==> src/hw/pbc_consts.svh <==
// constants for the loop base clock generator
// Functional notes
// - Base clock comes from the halved crystal clock or the halved vco clock, chosen by software.
// - The crystal oscillator runs only while the integration unit asserts its enable.
// - Crystal clock out follows the crystal, and a buffered copy is the loop reference.
// - The loop vco runs at a programmable integer multiple of the reference.
// - An interrupt is raised both on entering and on leaving lock.
// - Control holds irq enable, irq flag, power on, clock select in bits 7..4; flag and 3..0 ignore writes, 3..0 read as 1.
// - Bandwidth holds auto, read-only lock, acq and crystal loss detect in bits 7..4; 3..0 read 0.
// - Multiplier register holds four multiplier bits and four range bits, all read/write.
// - Crystal clock out is available regardless of the base clock selection.
// - Select 1 takes the halved vco clock, select 0 the halved crystal clock.
// - In auto mode the lock detector drives acq/track itself and acq is read-only.
// - Lock toggles interrupt only while the irq enable bit is 1.
// - In manual mode the lock indicator is off and no interrupt leaves the block.
`ifndef PBC_CONSTS_SVH
`define PBC_CONSTS_SVH
// register indices; byte address is four times the index
`define PBC_IDX_CTRL 10'h01c
`define PBC_IDX_BW 10'h01d
`define PBC_IDX_MUL 10'h01e
`define PBC_IDX_ISTAT 10'h01f
`define PBC_IDX_IMASK 10'h020
// field positions
`define PBC_CTRL_IE 7
`define PBC_CTRL_FLAG 6
`define PBC_CTRL_ON 5
`define PBC_CTRL_SEL 4
`define PBC_BW_AUTO 7
`define PBC_BW_LOCK 6
`define PBC_BW_ACQ 5
`define PBC_BW_XLD 4
`define PBC_IRQ_GAIN 0
`define PBC_IRQ_LOSS 1
// fixed read values, resets and lock detector match counts
`define PBC_CTRL_LOW_ONES 4'hf
`define PBC_BW_LOW_ZERO 4'h0
`define PBC_MUL_RESET 8'h10
`define PBC_TRK_MATCHES 3'h2
`define PBC_LOCK_MATCHES 3'h4
`endif

==> src/hw/pbc_pkg.sv <==
// types shared by the loop base clock generator
package pbc_pkg;
   typedef struct packed {
      logic psel;
      logic penable;
      logic pwrite;
      logic [11:0] paddr;
      logic [31:0] pwdata;
   } pbc_apb_req_t;
   typedef struct packed {
      logic power_on;
      logic track;
      logic crystal_loss_detect;
      logic [3:0] multiplier_bits;
      logic [3:0] vco_range_bits;
   } pbc_loop_cfg_t;
   typedef enum logic [2:0] {
      PBC_REG_CTRL,
      PBC_REG_BW,
      PBC_REG_MUL,
      PBC_REG_ISTAT,
      PBC_REG_IMASK,
      PBC_REG_NONE
   } pbc_reg_t;
   typedef enum logic [1:0] {
      PBC_LD_OFF,
      PBC_LD_ACQUIRE,
      PBC_LD_TRACK,
      PBC_LD_LOCKED
   } pbc_ld_state_t;
endpackage

==> src/hw/pbc_clock_generator.sv <==
// loop base clock generator with apb register file
`timescale 1ns/1ps
`default_nettype none
`include "pbc_consts.svh"
module pbc_clock_generator #(
   parameter int CNT_W = 6
) (
   // clock and reset
   input wire logic pclk,
   input wire logic presetn,
   // apb slave
   input wire pbc_pkg::pbc_apb_req_t apb_req,
   output logic [31:0] prdata,
   output logic pready,
   output logic pslverr,
   // crystal pins
   input wire logic oscillator_input_pin,
   output logic oscillator_output_pin,
   // integration unit side
   input wire logic oscillator_enable_in,
   output logic crystal_clock_out,
   output logic base_clock_out,
   output logic clock_unit_irq,
   // analog loop side
   input wire logic vco_clock,
   output logic loop_reference_clock,
   output pbc_pkg::pbc_loop_cfg_t loop_cfg
);
   import pbc_pkg::*;

   if (CNT_W < 5) begin : g_bad_width
      $error("pbc_clock_generator: CNT_W too small");
   end

   localparam int NSYNC = 2;
   localparam int PIN_OSC = 0;
   localparam int PIN_VCO = 1;

   // shared address decode
   function automatic pbc_reg_t pbc_decode(input logic [11:0] addr);
      logic [9:0] idx;
      idx = addr[11:2];
      if (addr[1:0] != 2'h0) begin
         return PBC_REG_NONE;
      end
      unique case (idx)
         `PBC_IDX_CTRL: return PBC_REG_CTRL;
         `PBC_IDX_BW: return PBC_REG_BW;
         `PBC_IDX_MUL: return PBC_REG_MUL;
         `PBC_IDX_ISTAT: return PBC_REG_ISTAT;
         `PBC_IDX_IMASK: return PBC_REG_IMASK;
         default: return PBC_REG_NONE;
      endcase
   endfunction

   // ---------- pin synchronisers ----------
   logic [NSYNC-1:0] pin_raw;
   logic [NSYNC-1:0] sync1_ff;
   logic [NSYNC-1:0] sync2_ff;
   logic [NSYNC-1:0] sync3_ff;

   assign pin_raw[PIN_OSC] = oscillator_input_pin;
   assign pin_raw[PIN_VCO] = vco_clock;

   for (genvar i = 0; i < NSYNC; i++) begin : g_sync
      always_ff @(posedge pclk or negedge presetn) begin
         if (!presetn) begin
            sync1_ff[i] <= 1'b0;
            sync2_ff[i] <= 1'b0;
            sync3_ff[i] <= 1'b0;
         end else begin
            sync1_ff[i] <= pin_raw[i];
            sync2_ff[i] <= sync1_ff[i];
            sync3_ff[i] <= sync2_ff[i];
         end
      end
   end

   // ---------- registers ----------
   logic irq_en_ff;
   logic flag_ff;
   logic power_on_ff;
   logic clk_sel_ff;
   logic auto_ff;
   logic acq_ff;
   logic xld_ff;
   logic [7:0] mul_ff;
   logic [1:0] istat_ff;
   logic [1:0] imask_ff;
   logic [31:0] prdata_ff;

   pbc_reg_t sel;
   logic wr;
   logic rd;
   logic setup_rd;
   logic [7:0] wbyte;

   assign sel = pbc_decode(apb_req.paddr);
   assign wr = apb_req.psel && apb_req.penable && apb_req.pwrite && (sel != PBC_REG_NONE);
   assign rd = apb_req.psel && apb_req.penable && !apb_req.pwrite;
   assign setup_rd = apb_req.psel && !apb_req.penable && !apb_req.pwrite;
   assign wbyte = apb_req.pwdata[7:0];

   // ---------- crystal path ----------
   logic osc_run;
   logic xtal_ff;
   logic ref_ff;
   logic osc_drive_ff;
   logic xtal_rise;

   assign osc_run = oscillator_enable_in;

   // crystal clock and its reference copy
   always_ff @(posedge pclk or negedge presetn) begin
      if (!presetn) begin
         xtal_ff <= 1'b0;
         ref_ff <= 1'b0;
         osc_drive_ff <= 1'b0;
      end else begin
         xtal_ff <= osc_run && sync2_ff[PIN_OSC];
         ref_ff <= osc_run && sync2_ff[PIN_OSC];
         osc_drive_ff <= osc_run && !sync2_ff[PIN_OSC];
      end
   end

   assign xtal_rise = osc_run && sync2_ff[PIN_OSC] && !sync3_ff[PIN_OSC];

   // crystal clock out does not depend on the select
   assign crystal_clock_out = xtal_ff;
   assign loop_reference_clock = ref_ff;
   assign oscillator_output_pin = osc_drive_ff;

   // ---------- loop and lock detector ----------
   logic vco_rise;
   logic det_locked;
   logic det_track;
   logic lock_ind;
   logic lock_prev_ff;
   logic lock_toggle;

   assign vco_rise = power_on_ff && sync2_ff[PIN_VCO] && !sync3_ff[PIN_VCO];

   // detector runs the filter mode only in auto mode
   pbc_lock_detector #(
      .CNT_W(CNT_W)
   ) u_lock_detector (
      .pclk(pclk),
      .presetn(presetn),
      .enable(power_on_ff && auto_ff && osc_run),
      .ref_rise(xtal_rise),
      .vco_rise(vco_rise),
      .multiplier(mul_ff[7:4]),
      .locked(det_locked),
      .tracking(det_track)
   );

   // lock indicator off in manual mode
   assign lock_ind = auto_ff && det_locked;

   always_ff @(posedge pclk or negedge presetn) begin
      if (!presetn) begin
         lock_prev_ff <= 1'b0;
      end else begin
         lock_prev_ff <= lock_ind;
      end
   end

   assign lock_toggle = auto_ff && (lock_ind != lock_prev_ff);

   // programmed multiple and range to the analog loop
   assign loop_cfg.power_on = power_on_ff;
   assign loop_cfg.track = auto_ff ? det_track : acq_ff;
   assign loop_cfg.crystal_loss_detect = xld_ff;
   assign loop_cfg.multiplier_bits = mul_ff[7:4];
   assign loop_cfg.vco_range_bits = mul_ff[3:0];

   // ---------- base clock ----------
   logic base_ff;
   logic src_rise;

   // select 1 takes vco, 0 takes crystal
   assign src_rise = clk_sel_ff ? vco_rise : xtal_rise;

   always_ff @(posedge pclk or negedge presetn) begin
      if (!presetn) begin
         base_ff <= 1'b0;
      end else if (src_rise) begin
         base_ff <= !base_ff;
      end
   end

   assign base_clock_out = base_ff;

   // ---------- control register ----------
   // flag and low bits ignore writes
   always_ff @(posedge pclk or negedge presetn) begin
      if (!presetn) begin
         irq_en_ff <= 1'b0;
         power_on_ff <= 1'b0;
         clk_sel_ff <= 1'b0;
      end else if (wr && (sel == PBC_REG_CTRL)) begin
         irq_en_ff <= wbyte[`PBC_CTRL_IE];
         power_on_ff <= wbyte[`PBC_CTRL_ON];
         clk_sel_ff <= wbyte[`PBC_CTRL_SEL];
      end
   end

   // set on toggle, cleared by control read; set wins
   always_ff @(posedge pclk or negedge presetn) begin
      if (!presetn) begin
         flag_ff <= 1'b0;
      end else if (lock_toggle) begin
         flag_ff <= 1'b1;
      end else if (rd && (sel == PBC_REG_CTRL) && prdata_ff[`PBC_CTRL_FLAG]) begin
         flag_ff <= 1'b0;
      end
   end

   // ---------- bandwidth and multiplier ----------
   // auto, acq, loss detect writable; lock is not
   always_ff @(posedge pclk or negedge presetn) begin
      if (!presetn) begin
         auto_ff <= 1'b0;
         xld_ff <= 1'b0;
      end else if (wr && (sel == PBC_REG_BW)) begin
         auto_ff <= wbyte[`PBC_BW_AUTO];
         xld_ff <= wbyte[`PBC_BW_XLD];
      end
   end

   // acq writable only in manual mode
   always_ff @(posedge pclk or negedge presetn) begin
      if (!presetn) begin
         acq_ff <= 1'b0;
      end else if (wr && (sel == PBC_REG_BW) && !auto_ff) begin
         acq_ff <= wbyte[`PBC_BW_ACQ];
      end
   end

   // all eight bits read and write
   always_ff @(posedge pclk or negedge presetn) begin
      if (!presetn) begin
         mul_ff <= `PBC_MUL_RESET;
      end else if (wr && (sel == PBC_REG_MUL)) begin
         mul_ff <= wbyte;
      end
   end

   // ---------- interrupt status and mask ----------
   logic [1:0] irq_set;
   logic [1:0] irq_clr;

   // separate events for gaining and losing lock
   // only while the enable bit is set
   assign irq_set[`PBC_IRQ_GAIN] = irq_en_ff && lock_toggle && lock_ind;
   assign irq_set[`PBC_IRQ_LOSS] = irq_en_ff && lock_toggle && !lock_ind;
   assign irq_clr = (wr && (sel == PBC_REG_ISTAT)) ? wbyte[1:0] : 2'h0;

   // write-one-to-clear, a new event beats the clear
   always_ff @(posedge pclk or negedge presetn) begin
      if (!presetn) begin
         istat_ff <= 2'h0;
      end else begin
         istat_ff <= irq_set | (istat_ff & ~irq_clr);
      end
   end

   always_ff @(posedge pclk or negedge presetn) begin
      if (!presetn) begin
         imask_ff <= 2'h0;
      end else if (wr && (sel == PBC_REG_IMASK)) begin
         imask_ff <= wbyte[1:0];
      end
   end

   // nothing leaves the block in manual mode
   assign clock_unit_irq = auto_ff && |(istat_ff & imask_ff);

   // ---------- read path ----------
   logic [7:0] rbyte;

   always_comb begin
      rbyte = 8'h00;
      unique case (sel)
         PBC_REG_CTRL: begin
            rbyte = {irq_en_ff, flag_ff, power_on_ff, clk_sel_ff, `PBC_CTRL_LOW_ONES};
         end
         PBC_REG_BW: begin
            rbyte = {auto_ff, lock_ind, loop_cfg.track, xld_ff, `PBC_BW_LOW_ZERO};
         end
         PBC_REG_MUL: begin
            rbyte = mul_ff;
         end
         PBC_REG_ISTAT: begin
            rbyte = {6'h00, istat_ff};
         end
         PBC_REG_IMASK: begin
            rbyte = {6'h00, imask_ff};
         end
         PBC_REG_NONE: begin
            rbyte = 8'h00;
         end
      endcase
   end

   // data captured in setup so it is a flop by the access phase
   always_ff @(posedge pclk or negedge presetn) begin
      if (!presetn) begin
         prdata_ff <= 32'h0;
      end else if (setup_rd) begin
         prdata_ff <= {24'h000000, rbyte};
      end
   end

   assign prdata = prdata_ff;
   assign pready = 1'b1;
   assign pslverr = apb_req.psel && apb_req.penable && (sel == PBC_REG_NONE);
endmodule
`default_nettype wire

==> src/hw/pbc_lock_detector.sv <==
// lock detector: counts vco edges per reference period
`timescale 1ns/1ps
`default_nettype none
`include "pbc_consts.svh"
module pbc_lock_detector #(
   parameter int CNT_W = 6
) (
   // clock and reset
   input wire logic pclk,
   input wire logic presetn,
   // edges and control
   input wire logic enable,
   input wire logic ref_rise,
   input wire logic vco_rise,
   input wire logic [3:0] multiplier,
   // state
   output logic locked,
   output logic tracking
);
   import pbc_pkg::*;

   if (CNT_W < 5) begin : g_bad_width
      $error("pbc_lock_detector: CNT_W must hold the largest multiplier");
   end

   pbc_ld_state_t state_ff;
   pbc_ld_state_t nxt_state;
   logic [CNT_W-1:0] vco_cnt_ff;
   logic [2:0] streak_ff;
   logic match;

   assign match = (vco_cnt_ff == CNT_W'(multiplier));

   // count saturates so a runaway vco never aliases to a match
   always_ff @(posedge pclk or negedge presetn) begin
      if (!presetn) begin
         vco_cnt_ff <= '0;
      end else if (!enable || ref_rise) begin
         vco_cnt_ff <= CNT_W'(vco_rise);
      end else if (vco_rise && (vco_cnt_ff != '1)) begin
         vco_cnt_ff <= vco_cnt_ff + CNT_W'(1);
      end
   end

   always_ff @(posedge pclk or negedge presetn) begin
      if (!presetn) begin
         streak_ff <= '0;
      end else if (!enable || (ref_rise && !match)) begin
         streak_ff <= '0;
      end else if (ref_rise && (streak_ff != 3'h7)) begin
         streak_ff <= streak_ff + 3'h1;
      end
   end

   always_comb begin
      nxt_state = state_ff;
      unique case (state_ff)
         PBC_LD_OFF: begin
            nxt_state = PBC_LD_ACQUIRE;
         end
         PBC_LD_ACQUIRE: begin
            if (ref_rise && match && (streak_ff + 3'h1 >= `PBC_TRK_MATCHES)) begin
               nxt_state = PBC_LD_TRACK;
            end
         end
         PBC_LD_TRACK: begin
            if (ref_rise && !match) begin
               nxt_state = PBC_LD_ACQUIRE;
            end else if (ref_rise && (streak_ff + 3'h1 >= `PBC_LOCK_MATCHES)) begin
               nxt_state = PBC_LD_LOCKED;
            end
         end
         PBC_LD_LOCKED: begin
            // one bad period drops lock but keeps the narrow filter
            if (ref_rise && !match) begin
               nxt_state = PBC_LD_TRACK;
            end
         end
      endcase
      if (!enable) begin
         nxt_state = PBC_LD_OFF;
      end
   end

   always_ff @(posedge pclk or negedge presetn) begin
      if (!presetn) begin
         state_ff <= PBC_LD_OFF;
      end else begin
         state_ff <= nxt_state;
      end
   end

   assign locked = (state_ff == PBC_LD_LOCKED);
   assign tracking = (state_ff == PBC_LD_TRACK) || (state_ff == PBC_LD_LOCKED);
endmodule
`default_nettype wire

==> config.mk <==
export PLATFORM = sky130hd
export DESIGN_NAME = pbc_clock_generator
export DESIGN_NICKNAME = d
export VERILOG_FILES = /design/src/hw/pbc_pkg.sv /design/src/hw/pbc_clock_generator.sv /design/src/hw/pbc_lock_detector.sv
export VERILOG_INCLUDE_DIRS = /design/src /design/src/hw
export SDC_FILE = /design/constraint.sdc
export NUM_CORES = 1
export LEC_CHECK = 0
export BUFFER_PORTS_ARGS = -buffer_cell sky130_fd_sc_hd__clkbuf_2
export CORE_MARGIN = 4
export CORE_UTILIZATION = 49
export CTS_CLUSTER_SIZE = 30
export DETAILED_ROUTE_END_ITERATION = 10
export MAX_ROUTING_LAYER = met4
export PLACE_DENSITY = 0.8
export SLEW_MARGIN = 40
export SYNTH_ARGS = -nofsm -noshare
export SYNTH_HDL_FRONTEND = slang
export SYNTH_SLANG_ARGS = --single-unit
==> constraint.sdc <==
create_clock -name pclk -period 2.4 [get_ports pclk]
set_input_delay 0.12 -clock pclk [delete_from_list [all_inputs] [get_ports pclk]]
set_output_delay 0.12 -clock pclk [all_outputs]
set_load 0.05 [all_outputs]
# Yosys cells after proc, flatten, opt, wreduce, memory -nomap -nowiden
# Cells that the tools add are included.
# totals
latchBits	0
input_bits	52
ram_bits	0
elab_cells	128
output_inout_bits	50
n_memories	0
romBits	0
regBits	48
# classes
mux	20
mul	0
bitwise_logic	4
reduce_logical	55
n_addsub	2
div_mod_pow	0
n_eq_ne	21
n_shift	0
magnitude_cmp	2
# ops
operator	count
8-bit case mux with 6 select lines	1
10-bit by 5-bit == test with 1-bit output (second input constant)	4
1-bit logical AND	34
3-bit case mux with 5 select lines	1
2-bit two-way mux	6
3-bit two-way mux	4
6-bit two-way mux	2
3-bit inequality test (second input constant)	4
10-bit by 6-bit == test with 1-bit output (second input constant)	1
1-bit logical NOT	10
2-bit case mux with 4 select lines	1
2-bit nonzero test	4
6-bit by 1-bit adder with 6-bit output (second input constant)	1
3-bit by 2-bit == test with 1-bit output (second input constant)	2
3-bit == test (second input constant)	2
6-bit by 4-bit == test with 1-bit output	1
6-bit inequality test (second input constant)	1
1-bit two-way mux	5
2-bit bitwise AND	2
2-bit == test (second input constant)	2
4-bit inequality test (second input constant)	1
3-bit by 1-bit adder with 3-bit output (second input constant)	1
3-bit by 1-bit == test with 1-bit output (second input constant)	1
3-bit by 2-bit greater-or-equal comparator with 1-bit output (second input constant)	1
10 further kinds	12

# Longest topological paths before layout
# logic_depth
depth_word	10
mapped_depth	6
mapped_depth_nobuf	6

# By module
# From an unflattened synthesis, not the netlist that was laid out.
# unflattened
hier_cells	255
hier_area_um2	2637.5
# modules_own_cells
mod	seq_area_each_um2	cells_per_inst	area_each_um2	n_inst
pbc_clock_generator	927.1	178	1916.8	1
pbc_lock_detector	275.3	77	720.7	1

# Worst setup path after synthesis
# No wires, ideal clock.
# synth_path
path_kind	reg2reg
start	register mul_ff[4]
end	register u_lock_detector.state_ff[0]
path_slack_ns	0.556
period_less_slack_ns	1.844
path_stages_with_launch	6
t_required_ns	2.304
setup_time_ns	0.096
t_arrival_ns	1.748
path_buffers	0
cell_sequence	dfstp_2 xor2_1 or3_4 or2_0 a32o_1 a311oi_2
# synth_via
elab_chain_cells	6
elab_cells_between_ends	12
cone_classes	4 x eq/ne; 3 x mux; 5 x reduce/logical
# synth_lines
item	line_no	text
from (decl)	pbc_clock_generator.sv:87	logic [7:0] mul_ff;
from (signal assigned)	pbc_clock_generator.sv:243	mul_ff <= `PBC_MUL_RESET;
from (signal assigned)	pbc_clock_generator.sv:245	mul_ff <= wbyte;
6-bit by 4-bit == test with 1-bit output *	pbc_lock_detector.sv:32	assign match = (vco_cnt_ff == CNT_W'(multiplier));
1-bit logical NOT	pbc_lock_detector.sv:67, pbc_lock_detector.sv:75	
1-bit logical AND	pbc_lock_detector.sv:67, pbc_lock_detector.sv:75	
2-bit two-way mux	pbc_lock_detector.sv:67	if (ref_rise && !match) begin
2-bit case mux with 4 select lines	pbc_lock_detector.sv:57	unique case (state_ff)
2-bit two-way mux	pbc_lock_detector.sv:80	if (!enable) begin
to (signal assigned)	pbc_lock_detector.sv:89	state_ff <= nxt_state;
to (decl)	pbc_lock_detector.sv:26	pbc_ld_state_t state_ff;
# Every way passes the cells marked *; elsewhere a longest branch is shown, timed or not.
# A chain may end at the register's enable or synchronous reset.

# Worst setup path in the final report
# layout_path
start	register u_lock_detector.streak_ff[0]
end	register u_lock_detector.state_ff[0]
# layout_via
elab_chain_cells	5
elab_cells_between_ends	8
cone_classes	1 x add/sub; 2 x order compare; 2 x eq/ne; 3 x reduce/logical
# layout_lines
item	line_no	text
from (decl)	pbc_lock_detector.sv:29	logic [2:0] streak_ff;
from (signal assigned)	pbc_lock_detector.sv:51	streak_ff <= streak_ff + 3'h1;
3-bit by 1-bit adder with 3-bit output *	pbc_lock_detector.sv:62, pbc_lock_detector.sv:69	
3-bit greater-or-equal comparator (no source line) or 3-bit by 2-bit greater-or-equal comparator with 1-bit output (tied branches)	--	
1-bit logical AND (on tied branches)	pbc_lock_detector.sv:69, pbc_lock_detector.sv:62	
4-bit inequality test (no source line) or 3-bit inequality test (tied branches)	--	
3-bit AND reduction (no source line) *	--	
# Marks and branches as above.

==> impl_metrics.csv <==
group,metric,value,unit
clock_tree,cts_sinks,48,
worst_setup_path,startpoint,"u_lock_detector.streak_ff[0]",
synthesis,synth_top_family_by_area,"simple AND/OR/NAND/NOR gates",
global_routing,grt_antenna_before_repair,0,
floorplan,core_area,5110,sq um
worst_setup_path,critPathLaunchType,"flop",
worst_setup_path,reg2reg_setup_slack,0.57,ns
global_routing,grt_max_degree,33,
drt,routed_wl,5150,um
pwr,peakVddDrop,0.381,mV
floorplan,dieArea,6460,sq um
worst_setup_path,worstPathRequired,2.60,ns
worst_setup_path,crit_chain,"ha_1 > ha_1 > nor3b_1 > nor4_1 > a32o_1 > a311oi_2",
worst_setup_path,rr_endpoint,"u_lock_detector.state_ff[0]",
sta,setup_viol,0,
drt,dr.first_iter.drc_count,122,
placement,post_dp_cell_area,2790,sq um
floorplan,die_x,80.4,um
sta,tightest_slew,0.700,ns
placement,place_congestion,0.889,
synthesis,synth_compound_area_share,9.85,%
clock_tree,clock_latency,0.29,ns
drt,drtPass1Iterations,4,
placement,place_hpwl,3990,um
synthesis,netlist_area,2570,sq um
worst_setup_path,cp_slowest_stage_delay,0.42,ns
layout,layout_common_cells,"clkbuf_2 (51), dfrtp_1 (47), conb_1 (25)",
sta,max_slew_margin,53.3,%
worst_setup_path,critPathArrivalTime,2.03,ns
synthesis,synth.distinct_cells,50,
status,outcome,"finished, final reports clean",
global_routing,grt_pass1_wl,8440,um
worst_setup_path,crit_fanout,3,
floorplan,start_util,50.2,%
worst_setup_path,cp-end-kind,"flop",
clock_tree,cts_root_buffer,"clkbuf_8",
sta,finalSetupTns,0,ns
global_routing,grt_use_total,17.1,%
worst_setup_path,worstReg2RegStart,"u_lock_detector.streak_ff[0]",
worst_setup_path,crit_path_top_delay_cell,"dfrtp_1",
drt,vias_per_cell,5.12,
clock_tree,cts_buffer_depth,2,
pwr,cellLeakagePower,1.40,nW
layout,final_common_cell,"clkbuf_2",
floorplan,dieHeight,80.4,um
placement,io_buffer_count,52,
pwr,power-per-cell-area,571,nW/um^2
clock_tree,cts_max_level,2,
min_path,min_path_type,"primary input to flop",
layout,insertedDiodeCount,0,
synthesis,async_flop_share,100,%
clock_tree,postCtsSetupBuffers,0,
synthesis,avgSynthCellArea,10.5,sq um
sta,fin_crit_sh,76.2,%
layout,fin_area,2920,sq um
drt,vias,1893,
layout,nNetsFinal,355,
global_routing,grt_pass1_vias,1898,
synthesis,ys_warn_count,0,
synthesis,synthXorXnorAreaFrac,3.75,%
drt,ant_nets,0,
min_path,hold_depth,2,
worst_setup_path,endpoint,"u_lock_detector.state_ff[0]",
clock_tree,path_clk_slew,0.08,ns
layout,utilization,57.2,%
drt,wl_per_cell,13.9,um
worst_setup_path,crit_cells,6,
clock_tree,cts_tree,"yes",
synthesis,synth-edff-count,0,
global_routing,gr-total-overflow,0,
synthesis,netlist_instances,245,
sta,slew_viol_final,0,
floorplan,pin_count,102,
sta,clock_skew,0.00462,ns
worst_setup_path,worstRegToRegCells,6,
floorplan,num_rows,26,
drt,drc,0,
worst_setup_path,crit_type,"flop to flop",
clock_tree,cts_buffers,5,
synthesis,yosysSeqAreaShare,46.9,%
synthesis,ys_ff_latch,48,
synthesis,synthSimpleGateAreaFrac,17.4,%
sta,hold_viol_final,0,
sta,fmax,547,MHz
sta,layout_min_cycle_time,1.83,ns
layout,drive_gt1_share,29.7,%
flow_run,max_cap_violations,0,
synthesis,muxShareOfSynthArea,9.90,%
synthesis,synth_ff_type,"dfrtp_1",
worst_setup_path,cp_top_family,"adder cells",
worst_setup_path,critPathMostFrequentCell,"ha_1",
sta,grt_setup_unrepaired,"no",
synthesis,synthAdderAreaFrac,1.95,%
layout,area_growth,13.9,%
worst_setup_path,crit_buf_inv,0,
==> cell usage after synthesis (2+ instances only) <==
| library cell | number | area share (%) |
|---|---|---|
| buf_4 | 29 | 8.5 |
| a22oi_1 | 2 | 0.58 |
| nor2_1 | 20 | 2.9 |
| ha_1 | 4 | 2.0 |
| nand3_1 | 6 | 1.2 |
| nand4b_1 | 2 | 0.68 |
| inv_1 | 5 | 0.73 |
| o31ai_1 | 6 | 1.8 |
| and2_1 | 3 | 0.73 |
| o22a_1 | 2 | 0.68 |
| nand2b_1 | 6 | 1.5 |
| nor3_1 | 2 | 0.39 |
| clkbuf_1 | 3 | 0.44 |
| xor2_1 | 4 | 1.4 |
| conb_1 | 2 | 0.29 |
| nor2b_1 | 6 | 1.5 |
| mux2_2 | 19 | 8.3 |
| a21oi_1 | 10 | 2.0 |
| xnor2_1 | 7 | 2.4 |
| or3_4 | 2 | 0.88 |
| dfrtp_1 | 47 | 46 |
| nand4_1 | 2 | 0.49 |
| a32oi_1 | 2 | 0.68 |
| nand2_1 | 19 | 2.8 |
| mux2i_1 | 4 | 1.6 |
| o41ai_1 | 3 | 1.0 |
| o21ai_0 | 5 | 0.97 |
==> layout make-up <==
type,count,area [sq um]
clock inverter,2,35.0
sequential,48,1200
inverter,5,18.8
timing repair buffer,58,313
tap,70,87.6
clock buffer,6,72.6
fill,459,2180
multi-input combinational,181,1190
==> where the power goes <==
group / switching (W) / internal [W] / total (W)
Clock: 0.000250 / 0.000309 / 0.000559
Sequential: 0.0000125 / 0.000829 / 0.000842
Combinational: 0.000211 / 0.0000562 / 0.000267
==> through the flow <==
stage / instances / total power (W) / setup WS [ns] / hold WS [ns]
final: 370 / 0.00167 / 0.572 / 0.0550
after floorplan: 268 / 0.00108 / 0.556 / -0.176
after detailed placement: 359 / 0.00112 / 0.606 / 0.230
after global placement: 359 / 0.00112 / 0.618 / 0.229
after global routing: 370 / 0.00173 / 0.429 / 0.0496
after CTS: 370 / 0.00168 / 0.571 / 0.0525
==> worst min-delay path by stage <==
stage | start | endpoint
2_1_floorplan | presetn | acq_ff
5_1_grt | apb_req[3] | mul_ff[3]
4_1_cts | apb_req[6] | mul_ff[6]
3_5_place_dp | vco_clock | sync1_ff[1]
6_report | apb_req[2] | mul_ff[2]
3_3_place_gp | presetn | u_lock_detector.streak_ff[1]
==> timing repair <==
item                                   in CTS  in global routing
endpoints found under the hold margin      31                  0
hold buffers                                3                  0
resized for setup                           0                  0
==> registers in the layout, indices dropped and copies added (netlist names), 2 cells and up <==
name,cells
u_lock_detector.streak_ff,3
u_lock_detector.state_ff,2
sync3_ff,2
u_lock_detector.vco_cnt_ff,6
imask_ff,2
sync2_ff,2
istat_ff,2
prdata,8
mul_ff,8
sync1_ff,2
==> routing by layer <==
metal	up-vias	part of all wire [%]	GRT usage (%)
met5	-	0	-
met4	0	2.3	6.93
met3	16	5.0	2.58
met2	70	48	27.4
met1	896	45	21.8
li1	911	-	-
==> cell families after synthesis <==
family / after synthesis
mux: 23
fa+ha+maj: 4
compound gates: 36
buf+inv: 39
other cells: 2
flops: 48
xor+xnor: 11
simple gates: 82
Power figures use the tool's default switching activity.
